`src/inc/iocd_regs.svh`:
```
// register map, field positions and reset values of the io cell block
// assumes a 32-bit apb slave with byte addresses on an 8-bit paddr
`ifndef IOCD_REGS_SVH
`define IOCD_REGS_SVH
// sizes
`define IOCD_NCELL 4
`define IOCD_NDEC 4
`define IOCD_NDEC_RED 2
`define IOCD_DIN 8
`define IOCD_CFG_W 14
`define IOCD_DEC_W 17
// bank numbers and byte offsets; cells and decoders take one word each in a bank
`define IOCD_CELL_BANK 4'h0
`define IOCD_DEC_BANK 4'h1
`define IOCD_CTRL 8'h20
`define IOCD_STAT 8'h24
// address fields: bank, word index within the bank, byte alignment
`define IOCD_F_BANK 7:4
`define IOCD_F_IDX 3:2
`define IOCD_F_ALIGN 1:0
// cell word fields
`define IOCD_F_SRC 1:0
`define IOCD_F_INIT 2
`define IOCD_F_OCLK 3
`define IOCD_F_ICLK 4
`define IOCD_F_TSLOW 5
`define IOCD_F_PULL 7:6
`define IOCD_F_PFIRST 9:8
`define IOCD_F_PSECOND 11:10
`define IOCD_F_FAST 12
`define IOCD_F_TSUSE 13
// decoder word fields
`define IOCD_F_USE 7:0
`define IOCD_F_INV 15:8
`define IOCD_F_SPLIT 16
// control word fields
`define IOCD_F_CONF 0
`define IOCD_F_GSR 1
`define IOCD_F_RED 2
// reset values
`define IOCD_CFG_RST 14'h0000
`define IOCD_DEC_RST 17'h00000
`define IOCD_CONF_RST 1'b1
`define IOCD_RED_RST 1'b0
`endif

```
`src/inc/iocd_pkg.sv`:
```
// selection types shared by the io cell and its top
// assumes encodings match the two-bit fields of the cell word
package iocd_pkg;
  typedef enum logic [1:0] {
    iocd_src_direct, iocd_src_invert, iocd_src_flop, iocd_src_decode
  } iocd_out_src_t;
  typedef enum logic [1:0] {
    iocd_pull_none, iocd_pull_up, iocd_pull_down, iocd_pull_rsvd
  } iocd_pull_t;
  typedef enum logic [1:0] {
    iocd_in_raw, iocd_in_master, iocd_in_slave, iocd_in_rsvd
  } iocd_in_src_t;
endpackage

```
`src/hw/iocd_cell.sv`:
```
// one configurable input/output cell
// assumes pad and cell clocks arrive unsynchronised; config is static
`timescale 1ns/1ps
`include "iocd_regs.svh"
module iocd_cell (
  // clock and reset
  input wire logic clk_sys,
  input wire logic rst,
  // configuration
  input wire logic [`IOCD_CFG_W-1:0] cfg,
  input wire logic configuring,
  input wire logic init_load,
  // fabric side
  input wire logic core_out,
  input wire logic core_ts,
  input wire logic in_clk,
  input wire logic out_clk,
  input wire logic dec_val,
  output logic path_first,
  output logic path_second,
  // pad side
  input wire logic pad_in,
  output logic pad_out,
  output logic pad_oe,
  output logic pad_pullup,
  output logic pad_pulldown
);
  logic pad_s1, pad_s2, pad_dly, ic_s1, ic_s2, oc_s1, oc_s2;
  logic ic_eff_d, oc_eff_d, master, slave, out_ff;
  logic ic_eff, oc_eff;

  ////////////////////////////////////////////////////////////////////
  // synchronisers; input and output flops have their own clocks
  always_ff @(posedge clk_sys) begin
    if (rst) begin
      {pad_s1, pad_s2, pad_dly} <= 3'h0;
      {ic_s1, ic_s2, oc_s1, oc_s2} <= 4'h0;
      {ic_eff_d, oc_eff_d} <= 2'h0;
    end else begin
      pad_s1 <= pad_in;
      pad_s2 <= pad_s1;
      pad_dly <= pad_s2;
      ic_s1 <= in_clk;
      ic_s2 <= ic_s1;
      oc_s1 <= out_clk;
      oc_s2 <= oc_s1;
      ic_eff_d <= ic_eff;
      oc_eff_d <= oc_eff;
    end
  end

  // polarity select turns a falling edge into an effective rising one
  assign ic_eff = ic_s2 ^ cfg[`IOCD_F_ICLK];
  assign oc_eff = oc_s2 ^ cfg[`IOCD_F_OCLK];
  wire ic_rise = ic_eff & ~ic_eff_d;
  wire oc_rise = oc_eff & ~oc_eff_d;
  // default path carries the extra delay stage; fast attribute skips it
  wire in_d = cfg[`IOCD_F_FAST] ? pad_s2 : pad_dly;
  wire init_val = cfg[`IOCD_F_INIT];

  ////////////////////////////////////////////////////////////////////
  // master is transparent while the effective clock is low
  always_ff @(posedge clk_sys) begin
    if (rst) begin
      {master, slave, out_ff} <= 3'h0;
    end else if (init_load) begin
      master <= init_val;
      slave <= init_val;
      out_ff <= init_val;
    end else begin
      if (!ic_eff) master <= in_d;
      if (ic_rise) slave <= master;
      if (oc_rise) out_ff <= core_out;
    end
  end

  ////////////////////////////////////////////////////////////////////
  // output source, driver enable and pulls
  wire [1:0] src = cfg[`IOCD_F_SRC];
  wire [1:0] pull = cfg[`IOCD_F_PULL];
  wire ts_off = core_ts ^ cfg[`IOCD_F_TSLOW];
  assign pad_out = (src == iocd_pkg::iocd_src_direct) ? core_out :
    (src == iocd_pkg::iocd_src_invert) ? ~core_out :
    (src == iocd_pkg::iocd_src_flop) ? out_ff : dec_val;
  assign pad_oe = ~configuring &
    ~(cfg[`IOCD_F_TSUSE] & ts_off);
  // configuration forces a pull-up over the user choice
  assign pad_pullup = configuring |
    (pull == iocd_pkg::iocd_pull_up);
  assign pad_pulldown = ~configuring &
    (pull == iocd_pkg::iocd_pull_down);

  ////////////////////////////////////////////////////////////////////
  // two fabric outputs, each with its own source select
  wire [1:0] s1 = cfg[`IOCD_F_PFIRST];
  wire [1:0] s2 = cfg[`IOCD_F_PSECOND];
  assign path_first = (s1 == iocd_pkg::iocd_in_master) ? master :
    (s1 == iocd_pkg::iocd_in_slave) ? slave : pad_s2;
  assign path_second = (s2 == iocd_pkg::iocd_in_master) ? master :
    (s2 == iocd_pkg::iocd_in_slave) ? slave : pad_s2;
endmodule

```
`src/hw/iocd_top.sv`:
```
// io cells of one chip edge, their wide decoders and an apb slave
// assumes one 10 mhz clock; pads and cell clocks are asynchronous
// Contract
// - output fed by core signal, its inverse, or its flopped copy
// - cell flops start in configured init state when operational
// - global set/reset after configuration forces init state
// - each cell flop picks rising or falling clock edge
// - active level of the 3-state control is configurable
// - pad takes pull-up, pull-down or no resistor
// - during configuration every pad gets a pull-up
// - pad input feeds fabric and input flop data
// - two fabric outputs each pick raw pad, master or slave
// - input path delay by default, removed by fast attribute
// - four decoders per edge, two in reduced variant
// - decoder inputs are first input paths plus local lines
// - decoder high when AND of chosen true/inverted inputs holds
// - each decoder splits into two independent halves
// - decoder results go to fabric and to output pads
// - input and output flops have separate clocks
// - optional output enable puts driver in high impedance
`timescale 1ns/1ps
`include "iocd_regs.svh"
module iocd_top (
  // clock and reset
  input wire logic clk_sys,
  input wire logic rst,
  // apb slave
  input wire logic psel,
  input wire logic penable,
  input wire logic pwrite,
  input wire logic [7:0] paddr,
  input wire logic [31:0] pwdata,
  output logic [31:0] prdata,
  output logic pready,
  output logic pslverr,
  // fabric side
  input wire logic [`IOCD_NCELL-1:0] core_out,
  input wire logic [`IOCD_NCELL-1:0] core_ts,
  input wire logic [`IOCD_NCELL-1:0] in_clk,
  input wire logic [`IOCD_NCELL-1:0] out_clk,
  input wire logic [`IOCD_NCELL-1:0] core_local,
  output logic [`IOCD_NCELL-1:0] input_path_first,
  output logic [`IOCD_NCELL-1:0] input_path_second,
  output logic [2*`IOCD_NDEC-1:0] dec_to_core,
  // pads
  input wire logic [`IOCD_NCELL-1:0] pad_in,
  output logic [`IOCD_NCELL-1:0] pad_out,
  output logic [`IOCD_NCELL-1:0] pad_oe,
  output logic [`IOCD_NCELL-1:0] pad_pullup,
  output logic [`IOCD_NCELL-1:0] pad_pulldown
);
  logic [`IOCD_CFG_W-1:0] cell_cfg [`IOCD_NCELL];
  logic [`IOCD_DEC_W-1:0] dec_cfg [`IOCD_NDEC];
  logic configuring, reduced, conf_d, gsr_req, err_q;
  logic [`IOCD_NDEC-1:0] dec_full;

  ////////////////////////////////////////////////////////////////////
  // apb decode; writes land at the access edge only
  wire setup = psel & ~penable;
  wire wr_en = psel & penable & pwrite;
  wire [3:0] bank = paddr[`IOCD_F_BANK];
  wire [1:0] idx = paddr[`IOCD_F_IDX];
  wire aligned = (paddr[`IOCD_F_ALIGN] == 2'h0);
  wire hit_cell = aligned & (bank == `IOCD_CELL_BANK);
  wire hit_dec = aligned & (bank == `IOCD_DEC_BANK);
  wire hit_ctrl = (paddr == `IOCD_CTRL);
  wire hit_stat = (paddr == `IOCD_STAT);
  wire hit_any = hit_cell | hit_dec | hit_ctrl | hit_stat;
  wire wr_ctrl = wr_en & hit_ctrl;
  wire next_conf = wr_ctrl ? pwdata[`IOCD_F_CONF] : configuring;
  // a set/reset request while configuring is dropped
  wire next_gsr = wr_ctrl & pwdata[`IOCD_F_GSR] & ~configuring;
  // init state loads on leaving configuration or on set/reset
  wire init_load = gsr_req | (conf_d & ~configuring);

  ////////////////////////////////////////////////////////////////////
  // configuration registers
  always_ff @(posedge clk_sys) begin
    if (rst) begin
      for (int i = 0; i < `IOCD_NCELL; i++) cell_cfg[i] <= `IOCD_CFG_RST;
      for (int i = 0; i < `IOCD_NDEC; i++) dec_cfg[i] <= `IOCD_DEC_RST;
    end else if (wr_en & hit_cell) begin
      cell_cfg[idx] <= pwdata[`IOCD_CFG_W-1:0];
    end else if (wr_en & hit_dec) begin
      dec_cfg[idx] <= pwdata[`IOCD_DEC_W-1:0];
    end
  end

  // control; device comes out of reset in the configuring state
  always_ff @(posedge clk_sys) begin
    if (rst) begin
      configuring <= `IOCD_CONF_RST;
      conf_d <= `IOCD_CONF_RST;
      reduced <= `IOCD_RED_RST;
      gsr_req <= 1'b0;
    end else begin
      configuring <= next_conf;
      conf_d <= configuring;
      gsr_req <= next_gsr;
      if (wr_ctrl) reduced <= pwdata[`IOCD_F_RED];
    end
  end

  ////////////////////////////////////////////////////////////////////
  // read data is captured in the setup cycle so prdata is a flop
  wire [31:0] cell_rd = {18'h0, cell_cfg[idx]};
  wire [31:0] dec_rd = {15'h0, dec_cfg[idx]};
  wire [31:0] ctrl_rd = {29'h0, reduced, 1'b0, configuring};
  wire [31:0] stat_rd = {12'h0, dec_full, dec_to_core,
    input_path_second, input_path_first};
  wire [31:0] rd_val = hit_cell ? cell_rd : hit_dec ? dec_rd :
    hit_ctrl ? ctrl_rd : hit_stat ? stat_rd : 32'h0;

  always_ff @(posedge clk_sys) begin
    if (rst) begin
      prdata <= 32'h0;
      err_q <= 1'b0;
    end else if (setup) begin
      prdata <= pwrite ? 32'h0 : rd_val;
      err_q <= ~hit_any;
    end
  end

  // zero wait states: every access completes in its first access cycle
  assign pready = 1'b1;
  assign pslverr = psel & penable & err_q;

  ////////////////////////////////////////////////////////////////////
  // cells; each pad can show its own decoder's lower half result
  for (genvar c = 0; c < `IOCD_NCELL; c++) begin : g_cell
    iocd_cell u_cell (
      .clk_sys(clk_sys),
      .rst(rst),
      .cfg(cell_cfg[c]),
      .configuring(configuring),
      .init_load(init_load),
      .core_out(core_out[c]),
      .core_ts(core_ts[c]),
      .in_clk(in_clk[c]),
      .out_clk(out_clk[c]),
      .dec_val(dec_to_core[2*c]),
      .path_first(input_path_first[c]),
      .path_second(input_path_second[c]),
      .pad_in(pad_in[c]),
      .pad_out(pad_out[c]),
      .pad_oe(pad_oe[c]),
      .pad_pullup(pad_pullup[c]),
      .pad_pulldown(pad_pulldown[c])
    );
  end

  ////////////////////////////////////////////////////////////////////
  // wide decoders; unused inputs count as true in the AND
  wire [`IOCD_DIN-1:0] dec_in = {core_local, input_path_first};
  localparam int HALF = `IOCD_DIN / 2;
  for (genvar d = 0; d < `IOCD_NDEC; d++) begin : g_dec
    wire [`IOCD_DIN-1:0] use_m = dec_cfg[d][`IOCD_F_USE];
    wire [`IOCD_DIN-1:0] inv_m = dec_cfg[d][`IOCD_F_INV];
    wire [`IOCD_DIN-1:0] term = ~use_m | (dec_in ^ inv_m);
    // the reduced variant keeps only the lower decoders alive
    wire live = ~reduced | (d < `IOCD_NDEC_RED);
    wire split = dec_cfg[d][`IOCD_F_SPLIT];
    wire lo = &term[HALF-1:0];
    wire hi = &term[`IOCD_DIN-1:HALF];
    assign dec_full[d] = live & lo & hi;
    assign dec_to_core[2*d] = live & (split ? lo : lo & hi);
    assign dec_to_core[2*d+1] = live & (split ? hi : lo & hi);
  end

  wire [1:0] src0 = cell_cfg[0][`IOCD_F_SRC];
  wire [1:0] src1 = cell_cfg[1][`IOCD_F_SRC];
  wire [1:0] src2 = cell_cfg[2][`IOCD_F_SRC];
  wire [1:0] i10 = cell_cfg[0][`IOCD_F_PFIRST];
  wire [1:0] pull2 = cell_cfg[2][`IOCD_F_PULL];
endmodule

```
`config.mk`:
```
export PLATFORM = sky130hd
export DESIGN_NAME = iocd_top
export DESIGN_NICKNAME = d
export VERILOG_FILES = /design/src/inc/iocd_pkg.sv /design/src/hw/iocd_cell.sv /design/src/hw/iocd_top.sv
export VERILOG_INCLUDE_DIRS = /design/src /design/src/inc
export SDC_FILE = /design/constraint.sdc
export NUM_CORES = 1
export LEC_CHECK = 0
export ABC_AREA = 1
export CELL_PAD_IN_SITES_DETAIL_PLACEMENT = 0
export CELL_PAD_IN_SITES_GLOBAL_PLACEMENT = 2
export CORE_MARGIN = 2
export CORE_UTILIZATION = 39
export DETAILED_ROUTE_END_ITERATION = 10
export DONT_BUFFER_PORTS = 1
export GPL_TIMING_DRIVEN = 1
export PLACE_DENSITY_LB_ADDON = 0.1
export SLEW_MARGIN = 20
export SYNTH_ARGS = -nofsm -noshare
export SYNTH_HDL_FRONTEND = slang
export SYNTH_SLANG_ARGS = --single-unit
export TNS_END_PERCENT = 5
```
`constraint.sdc`:
```
create_clock -name clk_sys -period 6.6 [get_ports clk_sys]
set_input_delay 0.66 -clock clk_sys [delete_from_list [all_inputs] [get_ports clk_sys]]
set_output_delay 0.66 -clock clk_sys [all_outputs]
set_load 0.02 [all_outputs]
```
# --- Yosys cells after proc, flatten, opt, wreduce, memory -nomap -nowiden ---
# Memory sizes are Yosys's and may differ from the RTL's.
# Index checks and enable logic that the tools add are counted.
totals:
  in_bits: 69
  mem_bits_rw: 124
  word_cells: 299
  ff_bits: 85
  mem_count: 2
  out_inout_bits: 66
op_classes:
  n_reduce_logical: 24
  n_eq_ne: 39
  bitwise: 96
  muxes: 84
mem_list:
  columns: ["name", "depth", "width", "read_ports", "rd_ports_with_merged_regs", "wr", "line_no", "rtl"]
  rows:
  - ["dec_cfg", 4, 17, 5, 0, 4, "iocd_top.sv:53", "logic [`IOCD_DEC_W-1:0] dec_cfg [`IOCD_NDEC];"]
  - ["cell_cfg", 4, 14, 5, 0, 4, "iocd_top.sv:52", "logic [`IOCD_CFG_W-1:0] cell_cfg [`IOCD_NCELL];"]
op_table:
  columns: ["operator", "n"]
  rows:
  - ["2-to-1 mux 20 bit", 5]
  - ["2-to-1 mux 1 bit", 75]
  - ["bitwise AND 1 bit", 44]
  - ["equality test 2 x 1 -> 1 bit, second input constant", 16]
  - ["equality test 2 bit, second input constant", 16]
  - ["NOT 8 bit", 4]
  - ["OR 8 bit", 4]
  - ["AND reduction 4 bit", 8]
  - ["bitwise XOR 8 bit", 4]
  - ["NOT 1 bit", 20]
  - ["2-to-1 mux 17 bit", 1]
  - ["OR reduction 17 bit", 1]
  - ["equality test 8 x 6 -> 1 bit, second input constant", 2]
  - ["nonzero test 2 bit", 8]
  - ["2-to-1 mux 14 bit", 1]
  - ["OR reduction 14 bit", 1]
  - ["bitwise XOR 1 bit", 12]
  - ["zero test 2 bit", 5]
  - ["OR 1 bit", 8]
  - ["inequality test 2 bit, second input constant", 3]
  - ["equality test 4 x 1 -> 1 bit, second input constant", 1]
  - ["zero test 4 bit", 1]
  - ["2-to-1 mux 2 bit", 2]
  - ["inequality test 2 x 1 -> 1 bit, second input constant", 1]

# --- Depth between registers and ports, before layout ---
# Gate-level depths: netlist (run 1).
# An unclocked memory read counts as a cell.
logic_depth:
  word_depth: 15
  mapped_depth: 14
  ltp_nobuf: 13

# --- Modules after synthesis ---
# Synthesis (run 1) repeated with hierarchy kept, for this count alone.
hier_totals:
  cells_unflattened: 1227
  hier_area_um2: 9858.2
by_module_without_submodules:
  columns: ["module", "area_each_um2", "seq_area_each_um2", "instances", "cells_per_inst"]
  rows:
  - ["iocd_top", 7495.9, 4224.1, 1, 851]
  - ["iocd_cell", 590.6, 240.2, 4, 94]

# --- Worst setup path after synthesis (run 1) ---
# OpenSTA, ideal clock, no wires.
synth_timing:
  kind: "input port to flip-flop"
  startpoint: "input paddr[3]"
  endpoint: "memory dec_cfg[0][0] in the netlist's numbering (enable)"
  t_arrival_ps: 2678
  path_buffers: 2
  slack_ps: 3508
  stages: 5
  setup_time_ps: 415
  cell_sequence: "nor2_1 -> inv_1 -> clkbuf_1 -> buf_1 -> o21ai_0"
synth_lines:
  columns: ["item", "line_no", "rtl"]
  rows:
  - ["from (decl)", "iocd_top.sv:31", "input wire logic [7:0] paddr,"]
  - ["to (decl)", "iocd_top.sv:53", null]

==> results.md, run 1 <==
- Die area: 26700 um2
- Post-DRT Antenna Nets: 0
- Hold path start: rst
- Reg2reg start: configuring$_SDFFE_PP1P_
- Final cell count without fillers: 1446
- Dpl hpwl: 22600 um
- Initial antenna violation count: 0
- RSZ-0062 raised after global routing: no
- Drt wl/cell: 21.4 um
- Width of the die: 163 um
- Drt pass-1 iters: 4
- Die height: 163 um
- F_max: 0.245 GHz
- Vias: 7457
- Sw Share: 27.5%
- CTS root buf: clkbuf_16
- Sinks on Clock Net: 197
- Crit path required time: 5940 ps
- Number of synthesized flops with an enable pin: 124
- WS Path Type: reg2out
- Seq pwr share: 51.3%
- Arrival @ worst endpoint: 3420 ps
- Top_reg_cell synth: edfxtp_1
- Final number of setup-violating endpoints: 0
- Reg area: 5180 um2
- IO buf count: 0
- Most frequent CP cell: nand2_1
- Total gr overflow: 0
- Synth Instances: 1142
- Max-cap viol count: 0
- Layout cells sized above 1: 10.8%
- P_sw: 0.000748 W
- Mean Syn Cell Area: 8.66 um2
- CP Max Fanout: 6
- Final #Nets: 1172
- Largest delay share family, worst path: simple AND/OR/NAND/NOR gates
- Hold_buf cts: 0
- Worst IR Drop VDD: 0.154 mV
- Syn-to-layout area delta: 6.59%
- Mapped Area: 9890 um2
- Cts bufs inserted: 17
- Placer congestion estimate: 0.841
- WP buf/inv: 1
- Final Power: 0.00272 W
- Total routed wirelength: 30900 um
- Hold path depth: 1
- Starting Density: 39.5%
- Initial DRC Count: 577
- Relative slew margins: 29.9%
- Post-synthesis cell type count: 44
- CTS max path bufs: 2
- Comb pwr share: 9.6%
- Pint: 0.00197 W
- Worst hold path type: in2reg
- Ys async rst share: 0%
- Filler cells: 2600
- Final instance area: 10500 um2
- Slowest CP cell: a21oi_1
- Rows: 58
- CTS tree: done
- GR Util All Layers: 23.7%
- Fin. Hold Viols: 0
- YS warnings: 0
- Clock Latency Late Sink: 440 ps
- Critical Path End Type: output port
- Minimum clock period after layout: 4080 ps
- R2R cell count: 7
- Crit. Startpoint: cell_cfg[1][8]$_SDFFCE_PN0P_
- Fin Setup TNS: 0 ps
- Worst-path clk slew: 80 ps
- I/O pin count: 135
- Vias in the first global route: 7178
- Layout Utilization: 42.1%
- Worst Setup Start Kind: register
- Period Utilization, post-route: 61.8%
- H-tree Lvls: 4
- Area of the core: 25000 um2
- Pin count of the biggest net entering global routing: 72
- ANT cells: 0
- Post-Place Cells: 1414
- Leakage power: 4.29 nW
- CP peak stage delay: 640 ps
- DR DRC count: 0
- Yosys reg bits: 197
- Seq/Total Area, Yosys: 52.4%
- Run status: complete, no violations
- CP Depth: 11
- Worst Tran Pin Value: 1040 ps
- Clk network pwr share: 39.0%
- Worst path cell trace: nand2_1, nand3_1, nand2_1, nand2_1, nand3_1, nand2_1, nor2_1, inv_1, a21oi_1, nor2_1, o21ai_0
- Cts repair resizes: 0
- Footprint of the multi-input gates: 3560 um2
- Power Density: 258 nW/um2
- First-pass GRT wire length: 45300 um
- Slew Viols, Final: 0
- Vias/cell: 5.16
- Worst Skew: 11.1 ps
- Post-CTS Setup Bufs: 0
- Placed cell areas: 9950 um2
[state kept, by name, summed over array words and instances, names as in the netlist]
signal,cells
g_cell.u_cell.out_ff,4
conf_d,1
configuring,1
reduced,1
gsr_req,1
g_cell.u_cell.oc_s2,4
g_cell.u_cell.pad_s2,4
prdata,20
g_cell.u_cell.slave,4
g_cell.u_cell.oc_eff_d,4
g_cell.u_cell.pad_dly,4
g_cell.u_cell.master,4
cell_cfg,56
g_cell.u_cell.pad_s1,4
g_cell.u_cell.ic_s1,4
err_q,1
g_cell.u_cell.ic_eff_d,4
dec_cfg,68
g_cell.u_cell.ic_s2,4
g_cell.u_cell.oc_s1,4
[kinds of logic (layout without fill, tap and decap cells)]
family / count (synthesis) / after routing / synth area share [%]
flops: 197 / 197 / 52.4
buf+inv: 270 / 233 / 12.1
mux: 4 / 4 / 0.455
compound gates: 201 / 201 / 12.2
simple gates: 455 / 455 / 21.6
other cells: 2 / 13 / 0.0759
xor+xnor: 13 / 13 / 1.15
[placed cells by master, fill, tap and decap left out, drive strengths merged, types with 5 or more instances in the layout]
cell type  instances
nand2            163
xnor2             12
o2111ai            9
o211ai             6
o21ai             64
inv              192
nand3             58
nor2             187
dfxtp             73
o221ai            11
o21a               5
o22ai             30
nor3              14
a31oi              8
clkinv            10
or2               15
nand4              6
a21oi             54
edfxtp           124
buf               11
nand3b             7
a221oi             5
clkbuf            18
conb              13
[cell usage after synthesis, types with 14 or more instances]
library cell | number | area [um2]
o21ai_0 | 64 | 320
inv_2 | 14 | 52.6
edfxtp_1 | 124 | 3720
nor2_2 | 29 | 181
nor2_1 | 147 | 552
buf_4 | 41 | 308
inv_1 | 173 | 649
nand2_1 | 162 | 608
nand3_1 | 58 | 290
clkbuf_1 | 21 | 78.8
a21oi_1 | 53 | 265
o22ai_1 | 30 | 188
dfxtp_1 | 73 | 1460
[area by class of cell]
cell class / count / share of cell area [%]
Sequential cell: 197 / 49.2
Multi-Input combinational cell: 686 / 33.8
Inverter: 190 / 6.78
Clock buffer: 18 / 4.07
Tap cell: 330 / 3.92
Clock inverter: 14 / 1.53
Timing Repair Buffer: 11 / 0.783
[power groups by stage]
stage / clock [W] / sequential (W) / combinational, W
floorplan: 0 / 0.00141 / 0.000203
global placement: 0 / 0.00142 / 0.000262
detailed placement: 0 / 0.00142 / 0.000261
CTS: 0.00108 / 0.00139 / 0.000262
global route: 0.00113 / 0.00140 / 0.000286
finish: 0.00106 / 0.00139 / 0.000262
[metrics by stage]
step                      worst slack [ps]  hold slack, ps
after floorplan                       3510             388
after global placement                3010             394
after detailed placement              3000             396
after CTS                             2510             274
after global routing                  2310             266
final                                 2520             289
[final timing paths]
check             slack, ps                                   end
setup / recovery       2520                            pad_out[1]
hold / removal          290                prdata[9]$_SDFFE_PP0P_
setup reg to reg       3710  g_cell[1].u_cell.master$_SDFFE_PP0P_
hold reg to reg         410     g_cell[3].u_cell.ic_s2$_SDFF_PP0_
[per-layer routing]
metal / GRT usage (%) / vias to the layer above / part of all wire [%]
met4: 6.03 / 0 / 1.9
met5: 0 / - / 0
met1: 35.0 / 3543 / 49
met3: 5.28 / 26 / 6.9
met2: 35.0 / 255 / 42
li1: - / 3633 / -
[worst register-to-register path, stage by stage (launching register included)]
cell and delay, ps:
dfxtp_1 570, inv_1 390, a21oi_2 630, inv_1 420
nand2_1 330, inv_1 70, a311oi_1 300, nor2_1 70
Power figures use the tool's default switching activity.
==> inputs of run 2 (changes only) <==
- CORE_UTILIZATION: 39 -> 35
- clock period: 6.6 -> 3.58 ns (I/O delays scaled with it)
==> run 2 against run 1 <==
Net effect:
- non-clock buffer count increased by 19
- die area is 11% higher
- cell count up 4.6%
- sequential cell count unchanged
- count of clock-buffer cells in the layout up 4
- via count rose by 0.98%
- routed wire length up 6.1%
- cell area is 2.9% higher
- hold slack lost 270 ps
- critical path type unchanged
==> results.md, run 2 (synthesized netlist as in run 1, its figures left out) <==
- Worst-path clk slew: 80 ps (about the same)
- Hold_buf cts: 2 (+2)
- Power Density: 475 nW/um2 (+84%)
- Top reg by flops: dec_cfg
- Pin count of the biggest net entering global routing: 54 (-25%)
- ANT cells: 0 (unchanged)
- Final number of setup-violating endpoints: 0 (unchanged)
- Footprint of the multi-input gates: 3560 um2 (unchanged)
- Cts bufs inserted: 17 (unchanged)
- Leakage power: 4.43 nW (+3.2%)
- Vias/cell: 4.98 (-3.5%)
- Worst IR Drop VDD: 0.331 mV (+110%)
- Layout Utilization: 39.1% (-3.0 points)
- Relative slew margins: 39.2% (+9.3 points)
- Reg area: 5180 um2 (unchanged)
- IO buf count: 0 (unchanged)
- GR Util All Layers: 22.6% (-1.1 points)
- Filler cells: 2911 (+12%)
- Critical Path End Type: output port
- Vias in the first global route: 7109 (-0.96%)
- Max reg flops: 68 (unchanged)
- Worst path cell trace: nand2_1, nand3_1, nand3_1, nand2_1, nand3_1, nand2_1, nor2_1, and2_1, nor2_1, o21ai_0, buf_4
- Drt pass-1 iters: 5 (+1)
- Biggest regs: dec_cfg: 68 flops, cell_cfg: 56 flops, prdata: 20 flops
- Die area: 29600 um2 (+11%)
- Total gr overflow: 0 (unchanged)
- Total routed wirelength: 32800 um (+6.1%)
- F_max: 0.306 GHz
- Final #Nets: 1191 (+1.6%)
- H-tree Lvls: 4 (unchanged)
- Slowest CP cell: edfxtp_1
- CTS root buf: clkbuf_16
- Starting Density: 35.6% (-3.9 points)
- Worst Tran Pin Value: 912 ps (-130 ps)
- Slew Viols, Final: 0 (unchanged)
- Most frequent cells in the layout: inv_1 (171), nand2_1 (160), nor2_1 (147), edfxtp_1 (124), dfxtp_1 (73)
- CP Max Fanout: 6 (unchanged)
- I/O pin count: 135 (unchanged)
- Final Power: 0.00515 W (+90%)
- Width of the die: 172 um (+5.4%)
- Dpl hpwl: 24000 um (+6.2%)
- Worst Setup Start Kind: register
- First-pass GRT wire length: 47100 um (+4.1%)
- Vias: 7530 (+0.98%)
- DR DRC count: 0 (unchanged)
- Fin Setup TNS: 0 ps (unchanged)
- Post-CTS Setup Bufs: 0 (unchanged)
- Syn-to-layout area delta: 9.71%
- Initial DRC Count: 686 (+19%)
- Initial antenna violation count: 1 (+1)
- WS Path Type: reg2out
- Period Utilization, post-route: 91.4%
- Worst Skew: 13.5 ps (+2.46 ps)
- Commonest non-fill, non-tap cell in the layout: inv_1
- CTS tree: done
- Arrival @ worst endpoint: 2910 ps (-510 ps)
- Layout cells sized above 1: 12.1% (+1.2 points)
- Cts repair resizes: 0 (unchanged)
- Sinks on Clock Net: 197 (unchanged)
- Post-DRT Antenna Nets: 0 (unchanged)
- Run status: complete, no violations
- Rows: 61 (+5.2%)
- Drt wl/cell: 21.7 um (+1.4%)
- Worst hold path type: in2reg
- RSZ-0062 raised after global routing: no
- Fin. Hold Viols: 0 (unchanged)
- Area of the core: 27800 um2 (+11%)
- CTS max path bufs: 2 (unchanged)
- Die height: 172 um (+5.4%)
- Clock Latency Late Sink: 440 ps (about the same)
- CP peak stage delay: 450 ps (-190 ps)
- Max-cap viol count: 0 (unchanged)
- Placer congestion estimate: 0.880 (+4.7%)
- Minimum clock period after layout: 3270 ps
- Crit path required time: 3220 ps (-2720 ps)
run 2: worst paths after layout:
check | cells after the start | start | to | slack, ps
max | 11 | cell_cfg[3][8]$_DFFE_PP_ | pad_out[0] | 310
min | 2 | pad_in[2] | g_cell[2].u_cell.pad_s1$_SDFF_PP0_ | 20
max reg2reg | 11 | cell_cfg[3][8]$_DFFE_PP_ | prdata[9]$_SDFFE_PP0P_ | 1470
min reg2reg | 2 | g_cell[3].u_cell.oc_s1$_SDFF_PP0_ | g_cell[3].u_cell.oc_s2$_SDFF_PP0_ | 400
run 2: layout make-up:
type / count / area share, %
clock inverter: 10 / 1.07
inverter: 190 / 6.58
tap: 378 / 4.36
sequential: 197 / 47.8
timing repair buffer: 30 / 2.74
multi-input combinational: 686 / 32.8
clock buffer: 22 / 4.68
run 2: critical path: cells and delay by family, from the launching register on:
kind | cells | cell delay, ps
AO/OA/AOI/OAI | 1 | 200
buffers and inverters | 1 | 180
flip-flops | 1 | 450
AND/OR/NAND/NOR | 9 | 1650
run 2: power breakdown:
group | leakage [nW] | total, W | internal (W) | switching [W]
sequential | 1.77 | 0.00257 | 0.00251 | 0.0000636
clock | 0.304 | 0.00206 | 0.00116 | 0.000897
combinational | 2.35 | 0.000526 | 0.000144 | 0.000383
total | 4.43 | 0.00515 | 0.00381 | 0.00134
run 2: layer usage:
layer	track usage, %	wire length, um	up-vias
li1	-	-	3669
met1	32.9	15800	3612
met5	0	0	-
met4	5.08	357	0
met3	4.19	2160	18
met2	35.0	14500	231
run 2: per-stage QoR:
stage               instances  instance area (um2)  setup slack, ps  hold slack (ps)
finish                   1513                10900              307             21.8
global route             1513                10900              101             10.1
CTS                      1513                10900              279             9.32
detailed placement       1479                10200              753              394
global placement         1479                10200              754              400
floorplan                1153                 9930              790              388
==> inputs of run 3 (changes only) <==
==> constraint.sdc (replaced) <==
create_clock -name clk_sys -period 3.58 [get_ports clk_sys]
set_input_delay 0.179 -clock clk_sys [delete_from_list [all_inputs] [get_ports clk_sys]]
set_output_delay 0.179 -clock clk_sys [all_outputs]
set_load 0.02 [all_outputs]
==> run 3 against run 2 <==
Net effect:
- clock skew is 3.2 ps lower
- register-to-register slack hardly changed
- worst setup slack better by 150 ps
- count of clock-buffer cells in the layout is 5 lower
- hold slack better by 2.9 ps
- sequential power hardly changed
- power is 0.49% higher
- clock power hardly changed
- combinational power is 3% higher
- global-route usage is 0.42 points higher
- largest power group unchanged
==> results.md, run 3 (synthesized netlist as in run 1, its figures left out) <==
- Run status: complete, no violations
- Most frequent cells in the layout: inv_1 (171), nand2_1 (160), nor2_1 (147), edfxtp_1 (124), dfxtp_1 (73)
- Cts repair resizes: 0 (unchanged)
- Die height: 172 um (unchanged)
- Worst hold path type: in2reg
- Power Density: 470 nW/um2 (-0.93%)
- F_max: 0.320 GHz (+4.8%)
- Slowest CP cell: edfxtp_1
- Worst path cell trace: nand2_1, nand3_1, nand3_1, nand2_1, nand3_1, nand2_1, nor2_1, and2_1, nor2_1, o21ai_0, buf_4
- Total routed wirelength: 33100 um (+0.76%)
- R2R cell count: 11 (unchanged)
- Slew Viols, Final: 0 (unchanged)
- Initial antenna violation count: 1 (unchanged)
- Drt pass-1 iters: 5 (unchanged)
- Terminus of the critical flop-to-flop path: prdata[12]$_SDFFE_PP0P_
- Commonest non-fill, non-tap cell in the layout: inv_1
- Arrival @ worst endpoint: 2940 ps (+30 ps)
- H-tree Lvls: 4 (unchanged)
- Max-cap viol count: 0 (unchanged)
- Period Utilization, post-route: 87.2% (-4.2 points)
- Pre-CTS setup slack: 896 ps (+143 ps)
- WHS Endpoint: dec_cfg[3][15]$_DFFE_PP_
- Reg2reg start: cell_cfg[3][8]$_DFFE_PP_
- Worst Setup Start Kind: register
- CP Max Fanout: 6 (unchanged)
- Die area: 29600 um2 (unchanged)
- Total gr overflow: 0 (unchanged)
- RSZ-0062 raised after global routing: no
- Biggest regs: dec_cfg: 68 flops, cell_cfg: 56 flops, prdata: 20 flops
- Seq pwr share: 49.7% (-0.2 points)
- P_sw: 0.00140 W (+3.9%)
- Comb pwr share: 10.4% (+0.2 points)
- Final WS setup: 458 ps (+150 ps)
- CTS tree: done
- IO buf count: 0 (unchanged)
- Rows: 61 (unchanged)
- Minimum clock period after layout: 3120 ps (-150 ps)
- Placer congestion estimate: 0.853 (-3.1%)
- Cts bufs inserted: 17 (unchanged)
- CTS max path bufs: 2 (unchanged)
- Final #Nets: 1208 (+1.4%)
- Clock Latency Late Sink: 440 ps (about the same)
- Max reg flops: 68 (unchanged)
- Worst-path clk slew: 70 ps (about the same)
- Worst Tran Pin Value: 863 ps (-49.0 ps)
- GR Util All Layers: 23.0% (+0.42 points)
- Hold path depth: 2 (unchanged)
- Clk network pwr share: 39.9% (about the same)
- Sinks on Clock Net: 197 (unchanged)
- I/O pin count: 135 (unchanged)
- Hold path start: pwdata[15]
- Drt wl/cell: 21.6 um (-0.36%)
- WP buf/inv: 1 (unchanged)
- Fin. Hold Viols: 0 (unchanged)
- CTS root buf: clkbuf_16
- Worst Skew: 10.3 ps (-3.22 ps)
- Final number of setup-violating endpoints: 0 (unchanged)
- Final Power: 0.00518 W (+0.49%)
- Starting Density: 35.6% (unchanged)
- Dpl hpwl: 24400 um (+2.0%)
- ANT cells: 0 (unchanged)
- FF-to-FF setup slack: 1470 ps (about the same)
- First-pass GRT wire length: 48400 um (+2.7%)
- Fin Setup TNS: 0 ps (unchanged)
- CP peak stage delay: 470 ps (+20 ps)
- Top reg by flops: dec_cfg
- Width of the die: 172 um (unchanged)
- Pin count of the biggest net entering global routing: 69 (+28%)
- Final instance area: 11000 um2 (+1.4%)
- Area of the core: 27800 um2 (unchanged)
- Largest delay share family, worst path: simple AND/OR/NAND/NOR gates
- Pint: 0.00378 W (-0.71%)
- Vias: 7655 (+1.7%)
- Leakage power: 4.49 nW (+1.3%)
- Initial DRC Count: 627 (-8.6%)
- Critical Path End Type: output port
- Syn-to-layout area delta: 11.3%
- Vias/cell: 5.00 (+0.53%)
- Worst IR Drop VDD: 0.293 mV (-11%)
- Layout cells sized above 1: 11.9% (-0.18 points)
- DR DRC count: 0 (unchanged)
- Relative slew margins: 42.2% (+3.1 points)
- Vias in the first global route: 7432 (+4.5%)
- Placed cell areas: 10200 um2 (-0.27%)
- Sw Share: 26.9% (+0.89 points)
- Crit path required time: 3400 ps (+180 ps)
- WS Path Type: reg2out
- Post-DRT Antenna Nets: 0 (unchanged)
-- run 3: worst max-delay path by stage --
| stage | slack [ps] | cells after the start | endpoint | startpoint |
|---|---|---|---|---|
| after detailed placement | 900 | 11 | pad_out[0] | cell_cfg[3][8]$_DFFE_PP_ |
| after floorplan | 970 | 5 | dec_cfg[0][0]$_SDFFCE_PN0P_ | paddr[3] |
| after CTS | 410 | 11 | pad_out[0] | cell_cfg[3][8]$_DFFE_PP_ |
| final | 460 | 11 | pad_out[0] | cell_cfg[3][8]$_DFFE_PP_ |
| after global placement | 920 | 11 | pad_out[0] | cell_cfg[3][8]$_DFFE_PP_ |
| after global routing | 180 | 13 | pad_out[0] | cell_cfg[2][8]$_SDFFCE_PN0P_ |
-- run 3: layout make-up --
type | instances | area, um2
Sequential cell | 197 | 5180
Timing Repair Buffer | 47 | 460
Fill cell | 2884 | 16800
Clock inverter | 15 | 193
Inverter | 190 | 714
Multi-Input combinational cell | 686 | 3560
Clock buffer | 17 | 425
Tap cell | 378 | 473
-- run 3: what timing repair did --
item,CTS,global route
hold buffers,21,0
endpoints found under the setup margin,0,0
buffers inserted,0,0
endpoints found under the hold margin,71,0
-- run 3: power by group through the flow --
stage	combinational [W]	sequential (W)	clock (W)
2_1_floorplan	0.000375	0.00260	0
6_report	0.000540	0.00257	0.00207
3_3_place_gp	0.000507	0.00262	0
3_5_place_dp	0.000507	0.00262	0
5_1_grt	0.000590	0.00258	0.00219
4_1_cts	0.000542	0.00257	0.00210
-- run 3: per-layer routing --
layer	global-route usage [%]	up-vias	part of all wire, %
li1	-	3714	-
met1	33.5	3671	49
met2	35.6	247	44
met3	4.37	23	6.1
met4	5.01	0	1.0
met5	0	-	0
-- run 3: through the flow --
| step | std cells | util (%) | hold WS, ps |
|---|---|---|---|
| global route | 1530 | 39.6 | 19.9 |
| CTS | 1530 | 39.6 | 8.29 |
| global placement | 1477 | 36.6 | 256 |
| floorplan | 1153 | - | 286 |
| finish | 1530 | 39.6 | 24.8 |
| detailed placement | 1477 | 36.6 | 257 |
